[config.mk]
export PLATFORM = sky130hd
export DESIGN_NAME = rtr_register_bank
export DESIGN_NICKNAME = d
export VERILOG_FILES = /design/src/inc/rtr_pkg.sv /design/src/logic/rtr_register_bank.sv
export SDC_FILE = /design/constraint.sdc
export NUM_CORES = 1
export LEC_CHECK = 0
export BUFFER_PORTS_ARGS = -buffer_cell sky130_fd_sc_hd__buf_4
export CORE_MARGIN = 2
export CORE_UTILIZATION = 50
export DETAILED_ROUTE_END_ITERATION = 10
export GPL_TIMING_DRIVEN = 0
export HOLD_SLACK_MARGIN = 0.1
export PLACE_DENSITY = 0.81
export SLEW_MARGIN = 30
export SYNTH_ARGS = -nofsm -noshare
export SYNTH_HDL_FRONTEND = slang
export SYNTH_SLANG_ARGS = --single-unit
[constraint.sdc]
create_clock -name clock -period 1.6 [get_ports clock]
set_input_delay 0.32 -clock clock [delete_from_list [all_inputs] [get_ports clock]]
set_output_delay 0.32 -clock clock [all_outputs]
set_load 0.01 [all_outputs]
[src/inc/rtr_pkg.sv]
package rtr_pkg;

	// Register addresses as seen from the configuration interface
	localparam logic [5:0] RTR_ADDR_CONVERTER_TEST   = 6'h2D;
	localparam logic [5:0] RTR_ADDR_DAC_SOURCE_TEST  = 6'h2E;
	localparam logic [5:0] RTR_ADDR_TOP_LEVEL_TEST   = 6'h2F;
	localparam logic [5:0] RTR_ADDR_SPARE_CONTROL    = 6'h30;
	localparam logic [5:0] RTR_ADDR_TRANSMIT_QUEUE   = 6'h3E;
	localparam logic [5:0] RTR_ADDR_RECEIVE_QUEUE    = 6'h3F;

	// converter_test fields
	localparam int RTR_ADC_CLOCK_OFF_BIT = 15;
	localparam int RTR_ADC_I_MSB         = 14;
	localparam int RTR_ADC_I_LSB         = 8;
	localparam int RTR_ADC_Q_MSB         = 6;
	localparam int RTR_ADC_Q_LSB         = 0;

	// dac_source_test fields
	localparam int RTR_TX_CONVERTER_SOURCE_SELECT_MSB       = 14;
	localparam int RTR_TX_CONVERTER_SOURCE_SELECT_LSB       = 12;
	localparam int RTR_DAC_I_OVR_MSB     = 11;
	localparam int RTR_DAC_I_OVR_LSB     = 6;
	localparam int RTR_DAC_Q_OVR_MSB     = 5;
	localparam int RTR_DAC_Q_OVR_LSB     = 0;

	// top_level_test fields
	localparam int RTR_SELFTEST_BIT      = 7;
	localparam int RTR_BATMON_BIT        = 6;
	localparam int RTR_VC_DIR_BIT        = 5;
	localparam int RTR_ATEST_PD_BIT      = 4;
	localparam int RTR_ATEST_FN_MSB      = 3;
	localparam int RTR_ATEST_FN_LSB      = 0;

	// Reset values
	localparam logic        RTR_RST_ADC_CLOCK_OFF = 1'h0;
	localparam logic [14:0] RTR_RST_DAC_SOURCE    = 15'h0000;
	localparam logic [7:0]  RTR_RST_TOP_LEVEL     = 8'h10;
	localparam logic [15:0] RTR_RST_SPARE         = 16'h0000;

	// TX converter source codes
	localparam logic [2:0] RTR_SRC_MODULATOR = 3'h0;
	localparam logic [2:0] RTR_SRC_OVERRIDE  = 3'h1;
	localparam logic [2:0] RTR_SRC_ADC_HIGH  = 3'h2;
	localparam logic [2:0] RTR_SRC_FILTERED  = 3'h3;
	localparam logic [2:0] RTR_SRC_NOISE     = 3'h4;
	localparam logic [2:0] RTR_SRC_ADC_LOW   = 3'h5;
	localparam logic [2:0] RTR_SRC_MAGNITUDE = 3'h6;
	localparam logic [2:0] RTR_SRC_HS_TEST   = 3'h7;

	// Analog test functions
	localparam logic [3:0] RTR_ATEST_VC_LOOP   = 4'h7;
	localparam int         RTR_ATEST_FN_COUNT  = 9;

endpackage

[src/logic/rtr_register_bank.sv]
`timescale 1ns/1ps

module rtr_register_bank
	import rtr_pkg::*;
(
	input  wire logic        clock,
	input  wire logic        rstn,
	input  wire logic [5:0]  reg_addr,
	input  wire logic [15:0] reg_wdata,
	input  wire logic        reg_write,
	input  wire logic        reg_read,
	output logic      [15:0] reg_rdata,
	output logic             reg_rvalid,
	input  wire logic        xosc_running,
	input  wire logic        adc_enable,
	input  wire logic [6:0]  adc_i_sample,
	input  wire logic [6:0]  adc_q_sample,
	output logic             adc_clock_run,
	input  wire logic [5:0]  modulator_i,
	input  wire logic [5:0]  modulator_q,
	input  wire logic [5:0]  filtered_i,
	input  wire logic [5:0]  filtered_q,
	input  wire logic [5:0]  crc_noise_i,
	input  wire logic [5:0]  crc_noise_q,
	input  wire logic [5:0]  magnitude_i,
	input  wire logic [5:0]  magnitude_q,
	input  wire logic [5:0]  hs_test_i,
	input  wire logic [5:0]  hs_test_q,
	output logic      [5:0]  dac_i,
	output logic      [5:0]  dac_q,
	output logic             memory_selftest_run,
	output logic             battery_monitor_test_output,
	output logic             analog_test_power_down,
	output logic      [3:0]  analog_test_function,
	output logic      [8:0]  analog_test_route,
	output logic             vc_node_output_en,
	output logic             vc_node_drive_en,
	output logic             transmit_queue_push,
	output logic      [7:0]  transmit_queue_byte,
	output logic             receive_queue_pop,
	input  wire logic [7:0]  receive_queue_byte,
	output logic             receive_queue_write,
	output logic      [7:0]  receive_queue_wdata
);

	logic        adc_clock_off;
	logic [14:0] dac_source;
	logic [7:0]  top_level;
	logic [15:0] spare_bits;
	logic [15:0] next_rdata;
	logic [5:0]  next_dac_i;
	logic [5:0]  next_dac_q;
	logic [2:0]  source_select;
	logic        atest_on;
	logic [3:0]  atest_fn;
	logic        wr_converter;
	logic        wr_dac;
	logic        wr_top;
	logic        wr_spare;
	logic        queue_ok;

	assign wr_converter = reg_write && reg_addr == RTR_ADDR_CONVERTER_TEST;
	assign wr_dac       = reg_write && reg_addr == RTR_ADDR_DAC_SOURCE_TEST;
	assign wr_top       = reg_write && reg_addr == RTR_ADDR_TOP_LEVEL_TEST;
	assign wr_spare     = reg_write && reg_addr == RTR_ADDR_SPARE_CONTROL;
	// Queue push, write and pop strobes and receive read data stay inert while the crystal is stopped
	assign queue_ok     = xosc_running;

	// Only the clock-gate bit is storable; sample fields are read-only
	always_ff @(posedge clock) begin
		if (!rstn) begin
			adc_clock_off <= RTR_RST_ADC_CLOCK_OFF;
		end else if (wr_converter) begin
			adc_clock_off <= reg_wdata[RTR_ADC_CLOCK_OFF_BIT];
		end
	end

	// Bit 15 is reserved and dropped
	always_ff @(posedge clock) begin
		if (!rstn) begin
			dac_source <= RTR_RST_DAC_SOURCE;
		end else if (wr_dac) begin
			dac_source <= reg_wdata[14:0];
		end
	end

	// Reserved bits 15:8 are not stored
	always_ff @(posedge clock) begin
		if (!rstn) begin
			top_level <= RTR_RST_TOP_LEVEL;
		end else if (wr_top) begin
			top_level <= reg_wdata[7:0];
		end
	end

	always_ff @(posedge clock) begin
		if (!rstn) begin
			spare_bits <= RTR_RST_SPARE;
		end else if (wr_spare) begin
			spare_bits <= reg_wdata;
		end
	end

	always_ff @(posedge clock) begin
		if (!rstn) begin
			adc_clock_run <= 1'b0;
		end else begin
			adc_clock_run <= adc_enable && !adc_clock_off;
		end
	end

	// TX converter source selection
	assign source_select = dac_source[RTR_TX_CONVERTER_SOURCE_SELECT_MSB:RTR_TX_CONVERTER_SOURCE_SELECT_LSB];

	always_comb begin
		case (source_select)
			RTR_SRC_MODULATOR: begin
				next_dac_i = modulator_i;
				next_dac_q = modulator_q;
			end
			RTR_SRC_OVERRIDE: begin
				next_dac_i = dac_source[RTR_DAC_I_OVR_MSB:RTR_DAC_I_OVR_LSB];
				next_dac_q = dac_source[RTR_DAC_Q_OVR_MSB:RTR_DAC_Q_OVR_LSB];
			end
			RTR_SRC_ADC_HIGH: begin
				next_dac_i = adc_i_sample[6:1];
				next_dac_q = adc_q_sample[6:1];
			end
			RTR_SRC_FILTERED: begin
				next_dac_i = filtered_i;
				next_dac_q = filtered_q;
			end
			RTR_SRC_NOISE: begin
				next_dac_i = crc_noise_i;
				next_dac_q = crc_noise_q;
			end
			RTR_SRC_ADC_LOW: begin
				next_dac_i = adc_i_sample[5:0];
				next_dac_q = adc_q_sample[5:0];
			end
			RTR_SRC_MAGNITUDE: begin
				next_dac_i = magnitude_i;
				next_dac_q = magnitude_q;
			end
			RTR_SRC_HS_TEST: begin
				next_dac_i = hs_test_i;
				next_dac_q = hs_test_q;
			end
			default: begin
				next_dac_i = modulator_i;
				next_dac_q = modulator_q;
			end
		endcase
	end

	always_ff @(posedge clock) begin
		if (!rstn) begin
			dac_i <= 6'h00;
			dac_q <= 6'h00;
		end else begin
			dac_i <= next_dac_i;
			dac_q <= next_dac_q;
		end
	end

	// Top-level test controls
	assign atest_on = !top_level[RTR_ATEST_PD_BIT];
	assign atest_fn = top_level[RTR_ATEST_FN_MSB:RTR_ATEST_FN_LSB];

	always_ff @(posedge clock) begin
		if (!rstn) begin
			memory_selftest_run         <= 1'b0;
			battery_monitor_test_output <= 1'b0;
			analog_test_power_down      <= 1'b1;
			analog_test_function        <= 4'h0;
			vc_node_output_en           <= 1'b0;
			vc_node_drive_en            <= 1'b0;
		end else begin
			memory_selftest_run         <= top_level[RTR_SELFTEST_BIT];
			battery_monitor_test_output <= top_level[RTR_BATMON_BIT];
			analog_test_power_down      <= !atest_on;
			analog_test_function        <= atest_on ? atest_fn : 4'h0;
			vc_node_output_en           <= atest_on
				&& atest_fn == RTR_ATEST_VC_LOOP
				&& !top_level[RTR_VC_DIR_BIT];
			vc_node_drive_en            <= atest_on
				&& atest_fn == RTR_ATEST_VC_LOOP
				&& top_level[RTR_VC_DIR_BIT];
		end
	end

	// One route line per analog test function, all idle when powered down
	genvar fn;
	generate
		for (fn = 0; fn < RTR_ATEST_FN_COUNT; fn++) begin : g_route
			always_ff @(posedge clock) begin
				if (!rstn) begin
					analog_test_route[fn] <= 1'b0;
				end else begin
					analog_test_route[fn] <= atest_on
						&& atest_fn == 4'(fn);
				end
			end
		end
	endgenerate

	// Queue byte ports
	always_ff @(posedge clock) begin
		if (!rstn) begin
			transmit_queue_push <= 1'b0;
			transmit_queue_byte <= 8'h00;
		end else begin
			transmit_queue_push <= queue_ok && reg_write
				&& reg_addr == RTR_ADDR_TRANSMIT_QUEUE;
			if (reg_write && reg_addr == RTR_ADDR_TRANSMIT_QUEUE) begin
				transmit_queue_byte <= reg_wdata[7:0];
			end
		end
	end

	always_ff @(posedge clock) begin
		if (!rstn) begin
			receive_queue_write <= 1'b0;
			receive_queue_wdata <= 8'h00;
		end else begin
			receive_queue_write <= queue_ok && reg_write
				&& reg_addr == RTR_ADDR_RECEIVE_QUEUE;
			if (reg_write && reg_addr == RTR_ADDR_RECEIVE_QUEUE) begin
				receive_queue_wdata <= reg_wdata[7:0];
			end
		end
	end

	// The FIFO presents its next byte; a read takes it and pops
	assign receive_queue_pop = queue_ok && reg_read
		&& reg_addr == RTR_ADDR_RECEIVE_QUEUE;

	// Read multiplexer
	always_comb begin
		next_rdata = 16'h0000;
		case (reg_addr)
			RTR_ADDR_CONVERTER_TEST: begin
				next_rdata[RTR_ADC_CLOCK_OFF_BIT] = adc_clock_off;
				next_rdata[RTR_ADC_I_MSB:RTR_ADC_I_LSB] = adc_i_sample;
				next_rdata[RTR_ADC_Q_MSB:RTR_ADC_Q_LSB] = adc_q_sample;
			end
			RTR_ADDR_DAC_SOURCE_TEST: begin
				next_rdata[14:0] = dac_source;
			end
			RTR_ADDR_TOP_LEVEL_TEST: begin
				next_rdata[7:0] = top_level;
			end
			RTR_ADDR_SPARE_CONTROL: begin
				next_rdata = spare_bits;
			end
			RTR_ADDR_RECEIVE_QUEUE: begin
				if (queue_ok) begin
					next_rdata[7:0] = receive_queue_byte;
				end
			end
			RTR_ADDR_TRANSMIT_QUEUE: begin
				next_rdata = 16'h0000;
			end
			default: begin
				next_rdata = 16'h0000;
			end
		endcase
	end

	always_ff @(posedge clock) begin
		if (!rstn) begin
			reg_rdata  <= 16'h0000;
			reg_rvalid <= 1'b0;
		end else begin
			reg_rvalid <= reg_read;
			if (reg_read) begin
				reg_rdata <= next_rdata;
			end
		end
	end

endmodule // rtr_register_bank

# --- Yosys cells after proc, flatten, opt, wreduce, memory -nomap -nowiden ---
# Index checks and enable logic that the tools add are counted.
word_totals:
  latchBits: 0
  register_bits: 106
  rom_bits: 0
  n_memories: 0
  mem_bits_rw: 0
  inputBits: 110
op_classes:
  add_sub_neg: 0
  reduce_logical: 29
  n_mul: 0
  order_cmp: 0
  n_mux: 7
  shift: 0
  bitwise: 1
  div: 0
  n_eq_ne: 21
op_table:
  columns: ["operator", "n"]
  rows:
  - ["6-bit one-hot mux with 8 select lines", 2]
  - ["6-bit equality test (second input constant)", 6]
  - ["7-bit one-hot mux with 5 select lines", 1]
  - ["1-bit logical AND", 23]
  - ["7-bit one-hot mux with 3 select lines", 1]
  - ["4-bit by 3-bit equality test with 1-bit output (second input constant)", 4]
  - ["3-bit equality test (second input constant)", 4]
  - ["4-bit by 2-bit equality test with 1-bit output (second input constant)", 2]
  - ["8-bit two-way mux", 1]
  - ["3-bit by 2-bit equality test with 1-bit output (second input constant)", 2]
  - ["4-bit by 1-bit equality test with 1-bit output (second input constant)", 1]
  - ["4-bit equality test (second input constant)", 1]
  - ["4-bit logical NOT", 1]
  - ["1-bit one-hot mux with 4 select lines", 1]
  - ["3-bit by 1-bit equality test with 1-bit output (second input constant)", 1]
  - ["1-bit logical NOT", 3]
  - ["3-bit logical NOT", 1]
  - ["1-bit one-hot mux with 2 select lines", 1]
  - ["2-bit OR reduction", 1]
  - ["1-bit inverter", 1]

# --- Depth between registers and ports, before layout ---
# Gate-level depths: netlist of run 1.
depth:
  depth_word: 3
  depth_mapped: 7
  ltp_nobuf: 4

# --- Least setup slack after synthesis of run 1 ---
# Ideal clock, no wire load.
synth_timing:
  path_type: "flip-flop to flip-flop"
  start: "register dac_source[13]"
  end: "register dac_i[0]"
  synth_period_minus_slack_ps: 1442
  t_required_ps: 1472
  path_buffers: 2
  t_arrival_ps: 1314
  path_slack_ps: 158
  path_stages_with_launch: 7
  cell_sequence: "dfxtp_1 buf_2 buf_2 mux2i_1 nor2_1 a221oi_1 a21oi_1"
synth_via:
  elab_chain_cells: 2
  elab_cells_between_ends: 9
  classes_between: "eq/ne: 7; mux: 1; reduce/logical: 1"
synth_lines:
  columns: ["element", "line_no", "source"]
  rows:
  - ["start: declaration", "rtr_register_bank.sv:47", "logic [14:0] dac_source;"]
  - ["start signal: assignment", "rtr_register_bank.sv:83", "dac_source <= reg_wdata[14:0];"]
  - ["3-bit equality test (tied with other cells)", "rtr_register_bank.sv:116", "case (source_select)"]
  - ["6-bit one-hot mux with 8 select lines *", "rtr_register_bank.sv:116", null]
  - ["end signal: assignment", "rtr_register_bank.sv:161", "dac_i <= next_dac_i;"]
  - ["end: declaration", "rtr_register_bank.sv:29", "output logic [5:0] dac_i,"]
# Every way passes the cells marked *; elsewhere a longest branch is shown, timed or not.
# A chain may end at the register's enable or synchronous reset.

# --- Worst setup path in the final report of run 1 ---
layout_timing:
  start: "register dac_source[13]"
  end: "register dac_i[2]"
# The elaborated chain is that of the path after synthesis.

==> results.md, run 1 <==
- Outcome: completed
- Post-synth net total: 616
- Top post-synthesis cells by area: dfxtp_1 44%, mux2i_1 8.9%, nor2b_1 4.8%, mux2_2 4.4%, nand2_1 3.9%
- Largest net degree at the start of global routing: 17
- Total CTS buffers: 9
- Leak Pwr: 2.61 nW
- Post-place setup slack: -0.161 ns
- Placement Rows: 35
- Post-synthesis cell count: 506
- IO buf count: 176
- Top Metal Used: met4
- Largest fanout on the critical path: 10
- Post-synthesis compound-gate area fraction: 0.189
- Largest family of logic cells by synthesized area: compound AO/OA/AOI/OAI gates
- Predominant post-synthesis flop cell: dfxtp_1
- End point of the critical path: dac_i[2]$_SDFF_PN0_
- Number of synthesized flops with an enable pin: 0
- Asr flop ratio synth: 0
- Total wire length: 15800 um
- Area Growth Syn to Fin: 36.4%
- Final TNS setup: 0 ns
- Xor/xnor cell area share of the yosys netlist: 0
- # IOs: 177
- Hold WS: 0.170 ns
- First-pass GRT wire length: 23500 um
- CTS Hold Bufs: 0
- Max Cap Viol: 0
- Critical Path RT: 1.84 ns
- Placed Area: 6300 sq um
- Routability cong.: 0.959
- R2r endpoint: dac_i[2]$_SDFF_PN0_
- Hold Crit Class: primary input to flip-flop
- Synth area leader: dfxtp_1
- Crit path kind: flip-flop to flip-flop
- Peak supply drop: 0.000589 V
- Finished Layout Cells: 827
- Die Wd: 102 um
- Share of cells above drive strength 1: 0.352
- CTS tree: yes
- Clock skew: 0.00721 ns
- FF+latch count, synth: 106
- Ys Warns: 0
- Vias in the first global route: 4406
- CTS Sinks: 106
- Pins Over Slew Limit: 0
- Remaining global-route overflow: 0
- Critical Path Source: dac_source[13]$_SDFFE_PN0P_
- Met2 WL: 7700 um
- Yosys cell types: 44
- Tot Pwr: 4.93 mW
- Area of the mapped netlist: 4820 sq um
- DR WL met3: 1010 um
- Clock Path Buffers: 2
- Origin of the critical flop-to-flop path: dac_source[13]$_SDFFE_PN0P_
- Initial Util: 0.519
- M1 wire length: 6730 um
- Syn Area/Cell: 9.52 sq um
- GRT Overall Usage: 0.298
- Drt wl/cell: 19.1 um
- Chip height: 102 um
- Final count of negative-setup-slack endpoints: 0
- Post-synthesis adder-cell area fraction: 0
- Cell depth of the worst flop-to-flop path: 6
- Relative slew slack: 0.631
- Detailed Place HPWL: 12100 um
- Hold wc startpoint: adc_enable
- Crit. End Element: flip-flop
- DP Cell Count: 811
- Avg Vias per Cell: 5.66
- Clock latency on the worst-skew pair: 0.37 ns
- DRT Pass-1 Iters: 4
- Fmax: 647 MHz
- # DRC: 0
- Reg2Reg Setup Slack: 0.05 ns
- Crit share post-route: 0.966
- Fin crit period: 1.55 ns
- Synth top area share: 0.440
- Pwr/cell area: 751 nW/um^2
- Starting DRC count in detailed routing: 397
- Clock transition at path regs: 0.09 ns
- Root Buffer: clkbuf_8
- Simple-Gate Fraction of Synth Area: 0.173
- Core area: 9280 sq um
- Full die area: 10400 sq um
- Final Util: 0.708
- Antenna viol nets, final: 0
- Final setup margin: 0.0546 ns
- Setup crit start kind: flip-flop
- Finished Cell Area: 6570 sq um
- N_diodes: 0
- Initial antenna violation count: 0
- Hold Vio Cnt, Final: 0
- Mux contribution to synthesized area: 0.143
- WP data arrival: 1.79 ns
- H-tree depth: 3
- Routed vias: 4681
- Slew @ Worst Pin: 0.551 ns
- Seq/Total Area, Yosys: 0.440
- Fin nets: 804
metal layers:
layer	global-route usage	vias up
li1	-	2218
met1	0.414	2228
met2	0.476	209
met3	0.0451	26
met4	0.104	0
met5	0	-
layout make-up:
class | instances | area (sq um)
fill | 744 | 2710
multi-input combinational | 354 | 2470
sequential | 106 | 2130
timing repair buffer | 178 | 1340
buffer | 40 | 267
tap | 129 | 161
clock buffer | 11 | 141
clock inverter | 4 | 52.6
inverter | 5 | 18.8
Yosys cell counts (8+ instances only):
cell type,instances
nand3_1,19
nand2_1,50
a21boi_0,22
dfxtp_1,106
mux2_2,19
clkbuf_1,21
nor2b_1,37
a21oi_1,13
o221ai_1,10
buf_2,10
a22o_1,14
and2_1,8
o21ai_0,29
nor2_1,21
a221oi_1,11
mux2i_1,43
cell families (layout without fill, tap and decap cells):
kind of cell | after synthesis | count (layout)
buf+inv | 46 | 238
mux | 64 | 64
flops | 106 | 106
simple gates | 163 | 163
compound gates | 127 | 127
power breakdown:
group / total (mW) / internal (mW) / leakage (nW) / switching, mW
clock network: 1.66 / 0.759 / 0.0877 / 0.905
logic: 0.580 / 0.316 / 1.66 / 0.265
registers: 2.69 / 2.67 / 0.860 / 0.0166
total: 4.93 / 3.75 / 2.61 / 1.19
cells in the final DEF (no fill, tap or decap), drive strengths merged, types with 3 or more instances in the layout:
cell and n:
o221ai 10, and2 8, nor2b 37, dfxtp 106, o21ai 29, a22oi 7
mux2 19, nand2b 4, a21oi 13, o2bb2ai 7, clkbuf 37, nor2 22
inv 5, a41oi 7, a221oi 11, buf 192, nand3 20, nand2 50
clkinvlp 3, a21boi 23, and3 8, nor3 4, a22o 14, mux2i 43
how the worst min path moves through the flow:
| stage | slack (ns) | to | cells after the start |
|---|---|---|---|
| after detailed placement | 0.46 | spare_bits[15]$_SDFFE_PN0P_ | 2 |
| after floorplan | 0.41 | adc_clock_run$_SDFF_PN0_ | 1 |
| after global routing | 0.18 | adc_clock_run$_SDFF_PN0_ | 3 |
| after global placement | 0.45 | spare_bits[5]$_SDFFE_PN0P_ | 2 |
| after CTS | 0.16 | adc_clock_run$_SDFF_PN0_ | 3 |
| final | 0.17 | adc_clock_run$_SDFF_PN0_ | 3 |
critical path, cell delays in order, from the launching register on:
cell and delay [ns]:
dfxtp_4 0.40, buf_6 0.17, buf_6 0.19, mux2i_1 0.20, nor2_1 0.05, a221oi_1 0.25
a21oi_1 0.14
state kept, by name (all words and copies together), names as in the netlist, 4 cells and up:
signal,count
reg_rdata,16
spare_bits,16
dac_q,6
dac_i,6
receive_queue_wdata,8
dac_source,15
analog_test_route,9
analog_test_function,4
transmit_queue_byte,8
top_level,8
timing repair:
item / 4_1_cts / 5_1_grt
endpoints found under the setup margin: 11 / 12
pin swaps: 0 / 2
buffers inserted: 0 / 2
resized for setup: 7 / 17
Power figures use the tool's default switching activity.
==> inputs of run 2 (changes only) <==
--- a/config.mk
+++ b/config.mk
@@ -13,2 +13,3 @@
 export HOLD_SLACK_MARGIN = 0.1
+export MAX_ROUTING_LAYER = met4
 export PLACE_DENSITY = 0.81
==> constraint.sdc (replaced) <==
create_clock -name clock -period 1.6 [get_ports clock]
set_input_delay 0.16 -clock clock [delete_from_list [all_inputs] [get_ports clock]]
set_output_delay 0.16 -clock clock [all_outputs]
set_load 0.01 [all_outputs]
==> results.md, run 2 (same netlist as run 1, synthesis figures left out) <==
- Remaining global-route overflow: 0
- Area Growth Syn to Fin: 45.6%
- Die Wd: 102 um
- IO buf count: 176
- Total wire length: 16800 um
- Core area: 9280 sq um
- Slew @ Worst Pin: 0.535 ns
- Hold Vio Cnt, Final: 0
- Chip height: 102 um
- Pins Over Slew Limit: 0
- Final count of negative-setup-slack endpoints: 0
- Critical Path RT: 1.85 ns
- Placed Area: 6300 sq um
- Biggest regs: reg_rdata: 16 flops, spare_bits: 16 flops, dac_source: 15 flops
- Setup crit start kind: flip-flop
- Total CTS buffers: 9
- Root Buffer: clkbuf_8
- Hold Crit Class: primary input to flip-flop
- Full die area: 10400 sq um
- DP Cell Count: 811
- CTS tree: yes
- Largest net degree at the start of global routing: 19
- Vias in the first global route: 4763
- Worst path cell trace: buf_4 > mux2i_1 > o22ai_1 > a221oi_2 > nor2_1
- Relative slew slack: 0.642
- Routed vias: 4953
- Share of cells above drive strength 1: 0.337
- Clock transition at path regs: 0.11 ns
- CP delay by family, top: compound AO/OA/AOI/OAI gates
- Fin nets: 843
- Tot Pwr: 5.11 mW
- Hold WS: 0.105 ns
- Clock Power Share: 0.342
- Leak Pwr: 2.80 nW
- Clock Path Buffers: 2
- # DRC: 0
- Crit. End Element: flip-flop
- Routability cong.: 0.959
- Crit path kind: flip-flop to flip-flop
- First-pass GRT wire length: 25100 um
- NetSw: 1.26 mW
- Finished Layout Cells: 867
- Starting DRC count in detailed routing: 356
- WP buf/inv: 1
- Final Util: 0.756
- Commonest cells after routing, fill and taps aside: 182 x buf_4, 105 x dfxtp_1, 49 x nand2_1, 41 x mux2i_1, 41 x dlygate4sd3_1
- Antenna viol nets, final: 0
- Post-place setup slack: -0.213 ns
- Sw Share: 0.247
- Final TNS setup: 0 ns
- WP data arrival: 1.80 ns
- Post-CTS setup buffers: 0
- Initial Util: 0.519
- N_diodes: 0
- # IOs: 177
- Fmax: 648 MHz
- H-tree depth: 3
- Pwr/cell area: 728 nW/um^2
- Outcome: completed
- Drt wl/cell: 19.4 um
- Clock latency on the worst-skew pair: 0.37 ns
- Max Cap Viol: 0
- CP peak stage delay: 0.42 ns
- CTS Sinks: 106
- Peak supply drop: 0.000631 V
- Detailed Place HPWL: 12300 um
- Clock skew: 0.0153 ns
- Largest fanout on the critical path: 10
- Pint: 3.85 mW
- GRT Overall Usage: 0.324
- Fin crit period: 1.54 ns
- DRT Pass-1 Iters: 5
- Finished Cell Area: 7020 sq um
- Gate power share: 0.132
- Avg Vias per Cell: 5.71
- Crit share post-route: 0.964
- Commonest non-fill, non-tap cell in the layout: buf_4
- Final setup margin: 0.0573 ns
- Initial antenna violation count: 0
- Flop pwr share: 0.526
- Critical-path top delay cell: dfxtp_4
- Placement Rows: 35
[run 2: timing repair]
| item | 4_1_cts | 5_1_grt |
|---|---|---|
| endpoints found under the setup margin | 11 | 12 |
| hold endpoints to repair | 38 | 0 |
| pin swaps | 0 | 1 |
| gates resized for setup | 8 | 20 |
| hold buffers | 41 | 0 |
[run 2: path summary, 6_finish.rpt]
kind                          startpoint                          to  slack (ns)  depth (start not counted)
max          dac_source[13]$_SDFFE_PN0P_         dac_q[5]$_SDFF_PN0_        0.06                          5
min                receive_queue_byte[6]   reg_rdata[6]$_SDFFE_PN0P_        0.10                          3
max reg2reg  dac_source[13]$_SDFFE_PN0P_         dac_q[5]$_SDFF_PN0_        0.06                          5
min reg2reg   spare_bits[2]$_SDFFE_PN0P_  spare_bits[2]$_SDFFE_PN0P_        0.47                          2
[run 2: cell type report]
type / instances / area (sq um)
sequential: 106 / 2130
multi-input combinational: 354 / 2500
tap: 129 / 161
timing repair buffer: 217 / 1730
buffer: 40 / 269
clock buffer: 10 / 138
fill: 703 / 2270
inverter: 5 / 18.8
clock inverter: 6 / 72.6
[run 2: worst register-to-register path, delay by kind of cell (launching register included)]
family	cells	cell delay (ns)
muxes	1	0.24
AOI/OAI and AO/OA	2	0.44
DFF	1	0.42
and+or+nand+nor	1	0.09
buffers and inverters	1	0.24
[run 2: metal layers]
layer  global-route usage  vias to the layer above  wire (um)
met5                    -                        -          0
met4                0.118                        0        567
met3               0.0465                       53       1220
met2                0.522                      275       8260
met1                0.416                     2341       6770
li1                     -                     2284          -
[run 2: power groups by stage]
stage | Sequential (mW) | Combinational, mW | Clock [mW]
3_5_place_dp | 2.75 | 0.565 | 0
5_1_grt | 2.69 | 0.713 | 1.86
4_1_cts | 2.69 | 0.649 | 1.77
6_report | 2.69 | 0.675 | 1.75
2_1_floorplan | 2.76 | 0.186 | 0
3_3_place_gp | 2.75 | 0.558 | 0
